--- config.mk ---
export PLATFORM = sky130hd
export DESIGN_NAME = fei_host
export DESIGN_NICKNAME = d
export VERILOG_FILES = /design/src/rtl/fei_pkg.sv /design/src/rtl/fei_sync.sv /design/src/rtl/fei_host.sv
export SDC_FILE = /design/constraint.sdc
export NUM_CORES = 1
export LEC_CHECK = 0
export BUFFER_PORTS_ARGS = -buffer_cell sky130_fd_sc_hd__buf_2
export CELL_PAD_IN_SITES_DETAIL_PLACEMENT = 1
export CELL_PAD_IN_SITES_GLOBAL_PLACEMENT = 1
export CORE_MARGIN = 3
export CORE_UTILIZATION = 44
export CTS_BUF_LIST = sky130_fd_sc_hd__clkbuf_8 sky130_fd_sc_hd__clkbuf_16
export DETAILED_ROUTE_END_ITERATION = 10
export PLACE_DENSITY_LB_ADDON = 0.1
export SYNTH_ARGS = -nofsm -noshare
export SYNTH_HDL_FRONTEND = slang
export SYNTH_HIERARCHICAL = 1
export SYNTH_SLANG_ARGS = --single-unit
--- constraint.sdc ---
create_clock -name core_clk -period 3.95 [get_ports core_clk]
set_input_delay 0.9875 -clock core_clk [delete_from_list [all_inputs] [get_ports core_clk]]
set_output_delay 0.9875 -clock core_clk [all_outputs]
set_load 0.01 [all_outputs]
--- src/rtl/fei_pkg.sv ---
// shared constants for the fifo expansion interlock host controller
// assumes a 20 MHz core clock driving an array of 64x4 fall-through slices
package fei_pkg;

  localparam int unsigned CLK_PERIOD_NS   = 50;
  localparam int unsigned SLICE_BITS      = 4;
  localparam int unsigned SLICE_WORDS     = 63;
  localparam int unsigned DEF_ROW_SLICES  = 1;
  localparam int unsigned DEF_COL_SLICES  = 1;
  localparam int unsigned SYNC_STAGES     = 2;

  // least pulse widths and recovery times, in ns
  localparam int unsigned MR_LOW_NS       = 9;
  localparam int unsigned MR_RECOVERY_NS  = 15;
  localparam int unsigned PL_HIGH_NS      = 9;
  localparam int unsigned TOP_LOW_NS      = 7;

  // least times round up, none below one cycle
  function automatic int unsigned fei_min_cycles(input int unsigned ns);
    int unsigned c;
    c = (ns + CLK_PERIOD_NS - 1) / CLK_PERIOD_NS;
    return (c < 1) ? 1 : c;
  endfunction : fei_min_cycles

  localparam int unsigned MR_LOW_CYC      = fei_min_cycles(MR_LOW_NS);
  localparam int unsigned MR_RECOVERY_CYC = fei_min_cycles(MR_RECOVERY_NS);
  localparam int unsigned PL_HIGH_CYC     = fei_min_cycles(PL_HIGH_NS);
  localparam int unsigned TOP_LOW_CYC     = fei_min_cycles(TOP_LOW_NS);
  // cycles after the load strobe before the synchronised full flag is trusted
  localparam int unsigned WR_SETTLE_CYC   = SYNC_STAGES + 1;

  localparam logic [3:0]  CNT_ZERO        = 4'h0;

  typedef enum logic [1:0] {
    FEI_INIT_RESET = 2'b00,
    FEI_INIT_RECOV = 2'b01,
    FEI_INIT_DONE  = 2'b10
  } fei_init_type;

  typedef enum logic [1:0] {
    FEI_WR_IDLE   = 2'b00,
    FEI_WR_LOAD   = 2'b01,
    FEI_WR_SETTLE = 2'b10,
    FEI_WR_WAIT   = 2'b11
  } fei_wr_type;

  typedef enum logic [1:0] {
    FEI_RD_REQ   = 2'b00,
    FEI_RD_HOLD  = 2'b01,
    FEI_RD_DROP  = 2'b10,
    FEI_RD_EMPTY = 2'b11
  } fei_rd_type;

endpackage : fei_pkg

--- src/rtl/fei_sync.sv ---
// two-stage synchroniser for pin levels from the slice array
// assumes the inputs are quasi-static levels from outside core_clk
`timescale 1ns/1ps
module fei_sync #(
  parameter int unsigned WIDTH = 1
) (
  input  wire logic             core_clk,
  input  wire logic             reset_n,
  input  wire logic [WIDTH-1:0] async_in,
  output logic      [WIDTH-1:0] sync_out
);

  logic [WIDTH-1:0] meta_ff;
  logic [WIDTH-1:0] sync_ff;

  // only the second stage is read; the first may still be settling
  always_ff @(posedge core_clk or negedge reset_n) begin
    if (!reset_n) begin
      meta_ff <= '0;
      sync_ff <= '0;
    end else begin
      meta_ff <= async_in;
      sync_ff <= meta_ff;
    end
  end

  assign sync_out = sync_ff;

endmodule : fei_sync

--- src/rtl/fei_host.sv ---
// host controller for an m x n array of fall-through fifo slices
// assumes slices are wired for parallel load and parallel extraction;
// all status pins arrive asynchronously and are synchronised here
`timescale 1ns/1ps
module fei_host
#(
  parameter int unsigned ROW_SLICES = fei_pkg::DEF_ROW_SLICES,
  parameter int unsigned COL_SLICES = fei_pkg::DEF_COL_SLICES,
  parameter int unsigned DW         = fei_pkg::SLICE_BITS * ROW_SLICES,
  parameter int unsigned DEPTH      = fei_pkg::SLICE_WORDS * COL_SLICES + 1,
  parameter int unsigned LW         = $clog2(DEPTH + 1)
) (
  input  wire logic          core_clk,
  input  wire logic          reset_n,
  // user write side
  input  wire logic          wr_valid,
  input  wire logic [DW-1:0] wr_data,
  output logic               wr_ready,
  // user read side
  output logic               rd_valid,
  output logic [DW-1:0]      rd_data,
  input  wire logic          rd_ready,
  output logic [LW-1:0]      words_held,
  output logic               array_ready,
  // array pins
  output logic               master_reset_n,
  output logic               parallel_load,
  output logic [DW-1:0]      array_d,
  output logic               transfer_out_parallel,
  output logic               transfer_to_stack_n,
  output logic               transfer_out_serial_n,
  output logic               serial_in_enable_n,
  output logic               serial_in_shift_clock,
  output logic               serial_out_shift_clock,
  input  wire logic          last_input_full_n,
  input  wire logic          last_output_empty_n,
  input  wire logic          top_input_full_n,
  input  wire logic          top_output_empty_n,
  input  wire logic [DW-1:0] array_q
);

  import fei_pkg::*;

  localparam int unsigned SW = DW + 4;
  logic [SW-1:0] sync_in;
  logic [SW-1:0] sync_q;
  logic          last_full_n_s;
  logic          last_empty_n_s;
  logic          top_full_n_s;
  logic          top_empty_n_s;
  logic [DW-1:0] q_s;

  fei_sync #(.WIDTH(SW)) u_sync (
    .core_clk (core_clk),
    .reset_n  (reset_n),
    .async_in (sync_in),
    .sync_out (sync_q)
  );

  assign sync_in = {last_input_full_n, last_output_empty_n,
                    top_input_full_n, top_output_empty_n, array_q};
  assign last_full_n_s  = sync_q[SW-1];
  assign last_empty_n_s = sync_q[SW-2];
  assign top_full_n_s   = sync_q[SW-3];
  assign top_empty_n_s  = sync_q[SW-4];
  assign q_s            = sync_q[DW-1:0];

  //////////////////////////////////////////////////////////////////////////////
  // initialisation
  fei_init_type  init_ff;
  logic [3:0]    init_cnt_ff;
  logic          mr_n_ff;
  logic          ready_ff;

  always_ff @(posedge core_clk or negedge reset_n) begin
    if (!reset_n) begin
      init_ff     <= FEI_INIT_RESET;
      init_cnt_ff <= CNT_ZERO;
      mr_n_ff     <= 1'b0;
      ready_ff    <= 1'b0;
    end else begin
      case (init_ff)
        FEI_INIT_RESET: begin
          if (init_cnt_ff >= 4'(MR_LOW_CYC - 1)) begin
            init_ff     <= FEI_INIT_RECOV;
            init_cnt_ff <= CNT_ZERO;
            mr_n_ff     <= 1'b1;
          end else begin
            init_cnt_ff <= init_cnt_ff + 4'h1;
          end
        end
        FEI_INIT_RECOV: begin
          // wait for every full flag high before use
          if (init_cnt_ff >= 4'(MR_RECOVERY_CYC - 1) && last_full_n_s && top_full_n_s) begin
            init_ff  <= FEI_INIT_DONE;
            ready_ff <= 1'b1;
          end else if (init_cnt_ff < 4'(MR_RECOVERY_CYC - 1)) begin
            init_cnt_ff <= init_cnt_ff + 4'h1;
          end
        end
        default: begin
          init_ff <= FEI_INIT_DONE;
        end
      endcase
    end
  end

  //////////////////////////////////////////////////////////////////////////////
  // expansion strobes and fixed pins
  logic tts_n_ff;
  logic tos_n_ff;
  logic ies_n_ff;
  logic sclk_ff;

  always_ff @(posedge core_clk or negedge reset_n) begin
    if (!reset_n) begin
      tts_n_ff <= 1'b1;
      tos_n_ff <= 1'b1;
      ies_n_ff <= 1'b0;
      sclk_ff  <= 1'b0;
    end else begin
      // transfer strobe follows top slice full flag
      tts_n_ff <= top_full_n_s | ~ready_ff;
      // serial transfer follows top slice empty flag
      tos_n_ff <= top_empty_n_s;
      ies_n_ff <= 1'b0;
      // parallel mode keeps shift clocks low
      sclk_ff  <= 1'b0;
    end
  end

  //////////////////////////////////////////////////////////////////////////////
  // write path
  fei_wr_type    wr_ff;
  logic [3:0]    wr_cnt_ff;
  logic          pl_ff;
  logic [DW-1:0] d_ff;
  logic          wr_ready_ff;
  logic          wr_take;

  assign wr_take = wr_valid && wr_ready_ff;
  // new word only after last slave full flag high
  always_ff @(posedge core_clk or negedge reset_n) begin
    if (!reset_n) begin
      wr_ff       <= FEI_WR_IDLE;
      wr_cnt_ff   <= CNT_ZERO;
      pl_ff       <= 1'b0;
      d_ff        <= '0;
      wr_ready_ff <= 1'b0;
    end else begin
      case (wr_ff)
        FEI_WR_IDLE: begin
          if (wr_take) begin
            wr_ff       <= FEI_WR_LOAD;
            d_ff        <= wr_data;
            pl_ff       <= 1'b1;
            wr_ready_ff <= 1'b0;
            wr_cnt_ff   <= CNT_ZERO;
          end else begin
            wr_ready_ff <= ready_ff && last_full_n_s;
          end
        end
        FEI_WR_LOAD: begin
          if (wr_cnt_ff >= 4'(PL_HIGH_CYC - 1)) begin
            pl_ff     <= 1'b0;
            wr_ff     <= FEI_WR_SETTLE;
            wr_cnt_ff <= CNT_ZERO;
          end else begin
            wr_cnt_ff <= wr_cnt_ff + 4'h1;
          end
        end
        FEI_WR_SETTLE: begin
          if (wr_cnt_ff >= 4'(WR_SETTLE_CYC - 1)) begin
            wr_ff <= FEI_WR_WAIT;
          end else begin
            wr_cnt_ff <= wr_cnt_ff + 4'h1;
          end
        end
        default: begin
          // stays here while a full stack holds the flag low
          if (last_full_n_s) begin
            wr_ff       <= FEI_WR_IDLE;
            wr_ready_ff <= 1'b1;
          end
        end
      endcase
    end
  end

  //////////////////////////////////////////////////////////////////////////////
  // read path
  fei_rd_type    rd_ff;
  logic [3:0]    rd_cnt_ff;
  logic          top_ff;
  logic          rd_valid_ff;
  logic [DW-1:0] rd_data_ff;
  logic          rd_done;

  assign rd_done = rd_valid_ff && rd_ready;

  // capture only after last output slave empty flag high
  always_ff @(posedge core_clk or negedge reset_n) begin
    if (!reset_n) begin
      rd_ff       <= FEI_RD_REQ;
      rd_cnt_ff   <= CNT_ZERO;
      top_ff      <= 1'b0;
      rd_valid_ff <= 1'b0;
      rd_data_ff  <= '0;
    end else begin
      case (rd_ff)
        FEI_RD_REQ: begin
          top_ff <= ready_ff;
          if (ready_ff && top_ff && last_empty_n_s) begin
            rd_ff <= FEI_RD_HOLD;
          end
        end
        FEI_RD_HOLD: begin
          // one extra cycle lets the synchronised data settle behind the flag
          rd_data_ff  <= q_s;
          rd_valid_ff <= 1'b1;
          rd_ff       <= FEI_RD_DROP;
        end
        FEI_RD_DROP: begin
          if (rd_done) begin
            rd_valid_ff <= 1'b0;
            top_ff      <= 1'b0;
            rd_cnt_ff   <= CNT_ZERO;
            rd_ff       <= FEI_RD_EMPTY;
          end
        end
        default: begin
          if (rd_cnt_ff < 4'(TOP_LOW_CYC - 1)) begin
            rd_cnt_ff <= rd_cnt_ff + 4'h1;
          end else if (!last_empty_n_s) begin
            rd_ff <= FEI_RD_REQ;
          end
        end
      endcase
    end
  end

  //////////////////////////////////////////////////////////////////////////////
  // occupancy
  logic [LW-1:0] held_ff;

  // count bounded by the array depth
  always_ff @(posedge core_clk or negedge reset_n) begin
    if (!reset_n) begin
      held_ff <= '0;
    end else if (!ready_ff) begin
      held_ff <= '0;
    end else if (wr_take && !rd_done) begin
      held_ff <= (held_ff < LW'(DEPTH)) ? held_ff + LW'(1) : held_ff;
    end else if (rd_done && !wr_take) begin
      held_ff <= (held_ff != '0) ? held_ff - LW'(1) : held_ff;
    end
  end

  assign wr_ready               = wr_ready_ff;
  assign rd_valid               = rd_valid_ff;
  assign rd_data                = rd_data_ff;
  assign words_held             = held_ff;
  assign array_ready            = ready_ff;
  assign master_reset_n         = mr_n_ff;
  assign parallel_load          = pl_ff;
  assign array_d                = d_ff;
  assign transfer_out_parallel  = top_ff;
  assign transfer_to_stack_n    = tts_n_ff;
  assign transfer_out_serial_n  = tos_n_ff;
  assign serial_in_enable_n     = ies_n_ff;
  assign serial_in_shift_clock  = sclk_ff;
  assign serial_out_shift_clock = sclk_ff;

endmodule : fei_host

Word-level counts from Yosys, hierarchy flattened
Cells that the tools add are included.
{ "word_totals": {"register_bits": 57, "inputBits": 16, "word_cells": 131} }
{ "op_classes": {"muxes": 38, "bitwise": 4, "n_eq_ne": 20, "reduce_logical": 39, "magnitude_cmp": 6, "addsub": 5} }
{ "ops": {"columns": ["op", "n"], "rows": [
  ["$mux 7", 5],
  ["$mux 4", 8],
  ["$mux 2", 10],
  ["$ne 2x2->1 const B", 10],
  ["$pmux 4 s2", 2],
  ["$reduce_and 3->1", 5],
  ["$reduce_and 2->1", 7],
  ["$add 4x1->4 const B", 3],
  ["$pmux 2 s3", 2],
  ["$pmux 4 s3", 1],
  ["$reduce_bool 2->1", 6],
  ["$logic_and 1x1->1", 9],
  ["$ge 4x1->1 const B", 2],
  ["$lt 4x1->1 const B", 2],
  ["$pmux 1 s2", 4],
  ["$reduce_and 4->1", 2],
  ["$add 7x1->7 const B", 1],
  ["$lt 7x7->1 const B", 1],
  ["$reduce_bool 7->1", 1],
  ["$sub 7x1->7 const B", 1],
  ["$eq 2x1->1 const B", 3],
  ["$logic_not 2->1", 3],
  ["$ne 3x1->1 const B", 2],
  ["$mux 1", 5],
  ["12 further kinds", 17]
]} }

Longest topological paths before layout
{ "depth": {"depth_word": 6, "ltp_mapped": 9, "depth_no_buf": 8} }

Cells and area by module
Netlist, hierarchy kept.
{ "modules_own_cells": {"columns": ["mod", "cells_each", "seq_area_each_um2", "instances", "area_per_inst_um2"], "rows": [
  ["fei_host", 167, 828.3, 1, 1875.5],
  ["fei_sync", 16, 400.4, 1, 400.4]
]} }

Worst setup path before layout
No wires, ideal clock.
{ "synth_timing": {"path_type": "input to register", "start": "input port wr_valid", "end": "register held_ff[5] (netlist: words_held[5])", "setup_ns": 0.134, "stages": 8, "required_ns": 3.816, "arrival_time_ns": 2.647, "setup_slack_ns": 1.168, "n_path_buf": 1, "cell_sequence": "and2_1 -> clkbuf_1 -> nand2_1 -> ha_1 -> a211o_1 -> and4_1 -> o41ai_1 -> mux2i_1"} }
{ "synth_via": {"elab_chain_len": 5, "elab_cells_between_ends": 10, "cone_classes": "3 x eq/ne; 2 x mux; 5 x reduce/logical"} }
{ "synth_lines": {"columns": ["element", "line_no", "source"], "rows": [
  ["start: declaration", "fei_host.sv:16", "input wire logic wr_valid,"],
  ["$logic_and 1x1->1 *", "fei_host.sv:141", "assign wr_take = wr_valid && wr_ready_ff;"],
  ["$logic_not 1->1", "fei_host.sv:254", "end else if (rd_done && !wr_take) begin"],
  ["$logic_and 1x1->1", "fei_host.sv:254", null],
  ["$ne 3x1->1 (no line)", null, null],
  ["$reduce_and 3->1 (no line)", null, null],
  ["end signal: assignment", "fei_host.sv:253", "held_ff <= (held_ff < LW'(DEPTH)) ? held_ff + LW'(1) : held_ff;"],
  ["end signal: assignment", "fei_host.sv:255", "held_ff <= (held_ff != '0) ? held_ff - LW'(1) : held_ff;"],
  ["end: declaration", "fei_host.sv:244", "logic [LW-1:0] held_ff;"]
]} }
Mark *: on every way between the ends. The rest lies on a longest branch, timed or not.
A chain may end at the register's enable or synchronous reset.

Final worst setup path
Same ends and word-level chain as after synthesis.

==> flow_summary.ini <==
[outcome]
status = completed

[layout]
n_antenna_cell = 0
drive_above_1_share = 0.257
multi_input_area_um2 = 965
register_area_mm2 = 0.00123
synthToLayoutAreaGrowth_pct = 15.4
fill_cells = 532
nNetsFinal = 258
fin_cells = 293

[detailed_routing]
wl_met2_mm = 2.55
drcViolationCount = 0
firstDrtPassIters = 4
drtIter0Drc = 57
wl_met3_um = 194
top_layer = met4
routedWlPerCell_um = 16.2
drtAntennaViolNets = 0
routed_wl_mm = 4.75
wl_met1_mm = 1.96
vias = 1550
routed_via_density = 5.29

[synth]
async_flop_share = 1.00
synthXorXnorAreaFrac = 0.00385
synthesis.area_mm2 = 0.00228
ys_seq_area_frac = 0.540
ys_ff_latch = 49
yosysWarningCount = 6
synth_compound_area_frac = 0.128
synth.top_cells.by_area = dfrtp_1, ha_1, mux2i_1
ys_types = 55
syn_area_per_cell_um2 = 12.4
synth_top_family_by_area = compound AO/OA/AOI/OAI gates
synth_top_area_share = 0.517
ys.flop_type = dfrtp_1
synth_edf_count = 0
synth_simple_gate_area_share = 0.111
muxShareOfSynthArea = 0.0797
synthAdderAreaFrac = 0.0968
syn_inst = 183
synth_top_area_cell = dfrtp_1

[place]
io_buffers = 38
placed_cells = 285
place.gp.congestion = 0.843
place_ws_ns = 0.860
place_hpwl_mm = 3.63

[floorplan]
fp-row-count = 25
die_area_mm2 = 0.00607
start_util = 0.469
core_mm2 = 0.00485
ios = 42
dieHeight_um = 77.9
dieWidth_um = 77.9

[clocking]
htree_levels = 2
cts_resized = 0
post_cts_buffers = 0
cts_tree = done
clk_path_buf_depth = 2
worstSkewPairLatency_ns = 0.30
clock_sinks = 49
clkTransAtPathRegs_ns = 0.09
numCtsBuffers = 5
cts_hold_buf = 0
cts-root-buf = clkbuf_8

[timing]
min_period_ns = 2.76
worst_pin_slew_ns = 1.04
setup_ws_ns = 1.19
slew_viol_final = 0
setup_viol = 0
hold_viol = 0
fin_skew_ns = 0.0106
tns_ns = 0
fin_crit_sh = 0.698
rsz0062_at_grt = false
worst_hold_slack_ns = 0.357
fmax_ghz = 0.363
slew_headroom = 0.305

[worst_setup_path]
worst-path-stages = 8
crit_required_ns = 4.13
path_delay_family = simple AND/OR/NAND/NOR gates
worst_path_max_delay_cell = ha_1
critPathMaxStageDelay_ns = 0.37
critPathLaunchType = input port
crit_buf_inv = 1
crit_fanout = 7
r2r_cells = 7
path_class = in2reg
cp_cell_sequence = buf_2 > and2_1 > nand2_1 > ha_1 > a211o_1 > and4_1 > o41ai_1 > mux2i_1
cp-end-kind = flip-flop
critPathArrivalTime_ns = 2.94

[global_routing]
grt_usage = 0.169
grt_pass1_wl_mm = 8.12
antenna_found_initial = 0
grt_pass1_vias = 1722
grt_max_degree = 50
grt-ovfl-total = 0

[worst_hold_path]
hold_path_depth = 0
hold_class = reg2reg

[power]
peakVddDrop_uv = 310
p_per_area_mw_per_mm2 = 792
leakagePower_nw = 1.30
power.total_mw = 2.08

[flow_run]
cap_violations = 0
cell usage in the layout, fill, tap and decap left out, types with 2 or more instances in the layout:
master / netlist / final
dfrtp_1: 47 / 47
buf_2: 0 / 38
inv_1: 16 / 16
ha_1: 16 / 16
mux2i_1: 8 / 8
nand2_1: 7 / 7
clkbuf_8: 0 / 6
nand3_1: 5 / 5
nor2_1: 5 / 5
mux2_1: 5 / 5
nand2b_1: 4 / 4
o21ai_0: 4 / 4
mux2_2: 4 / 4
a21oi_1: 4 / 4
a31oi_1: 3 / 3
conb_1: 1 / 3
and2_1: 2 / 2
a211oi_1: 2 / 2
a21o_1: 2 / 2
nor3_1: 2 / 2
a211o_1: 2 / 2
nand3b_1: 2 / 2
nor2b_1: 2 / 2
o31ai_1: 2 / 2
o21bai_1: 2 / 2
dfstp_2: 2 / 2
flip-flops by register name (all words and copies together), names as in the netlist:
name and cells:
master_reset_n 1, words_held 7, wr_ff 2, array_ready 1
transfer_out_serial_n 1, array_d 4, rd_valid 1, transfer_to_stack_n 1
wr_cnt_ff 4, u_sync/sync_out 8, rd_ff 2, wr_ready 1
u_sync/meta_ff 8, transfer_out_parallel 1, parallel_load 1, rd_data 4
init_ff 2
path summary, 6_finish.rpt:
kind	startpoint	endpoint	slack (ns)
min	u_sync/meta_ff[7]	u_sync/sync_out[7]	0.36
min in group asynchronous	reset_n	rd_data[0]	0.86
max reg2reg	wr_ready	words_held[5]	1.54
max in group asynchronous	reset_n	wr_cnt_ff[0]	2.45
max	wr_valid	words_held[5]	1.19
min reg2reg	u_sync/meta_ff[7]	u_sync/sync_out[7]	0.36
layout make-up:
class,instances,share of cell area
Timing Repair Buffer,38,0.0724
Clock buffer,6,0.0314
Sequential cell,49,0.468
Clock inverter,2,0.00667
Inverter,16,0.0229
Multi-Input combinational cell,115,0.367
Tap cell,67,0.0319
worst register-to-register path: stages (launching register included):
cell	delay, ns
dfrtp_1	0.42
and2_1	0.29
nand2_1	0.25
ha_1	0.37
a211o_1	0.29
and4_1	0.20
o41ai_1	0.37
mux2i_1	0.12
through the flow:
| stage | cell area, µm² | utilization |
|---|---|---|
| 4_1_cts | 2630 | 0.542 |
| 3_3_place_gp | 2530 | 0.521 |
| 6_report | 2630 | 0.542 |
| 3_5_place_dp | 2530 | 0.521 |
| 5_1_grt | 2630 | 0.542 |
| 2_1_floorplan | 2280 | - |
cell usage after synthesis, types with 2 or more instances:
master / count
a211oi_1: 2
ha_1: 16
inv_1: 16
o21bai_1: 2
dfrtp_1: 47
mux2i_1: 8
mux2_2: 4
a21oi_1: 4
o31ai_1: 2
a211o_1: 2
mux2_1: 5
o21ai_0: 4
clkbuf_1: 2
nor2b_1: 2
a21o_1: 2
nand3_1: 5
nor2_1: 5
nand2_1: 7
and2_1: 2
dfstp_2: 2
nand2b_1: 4
nor3_1: 2
buf_4: 3
nand3b_1: 2
a31oi_1: 3
per-layer routing:
| layer | GRT usage | vias to the layer above |
|---|---|---|
| met5 | 0 | - |
| li1 | - | 731 |
| met2 | 0.307 | 36 |
| met4 | 0.0559 | 0 |
| met3 | 0.0336 | 5 |
| met1 | 0.198 | 778 |
cell families after synthesis:
group,after synthesis
other cells,1
fa+ha+maj,17
simple gates,39
xor+xnor,1
mux,17
buf+inv,21
compound gates,38
flops,49
where the power goes:
part	total, mW	switching [mW]	internal (mW)	leakage (nW)
registers	0.783	0.139	0.645	0.582
clock network	0.321	0.175	0.146	0.0518
logic	0.976	0.530	0.446	0.661
total	2.08	0.843	1.24	1.30
No activity file was read; power rests on OpenSTA's default activity.
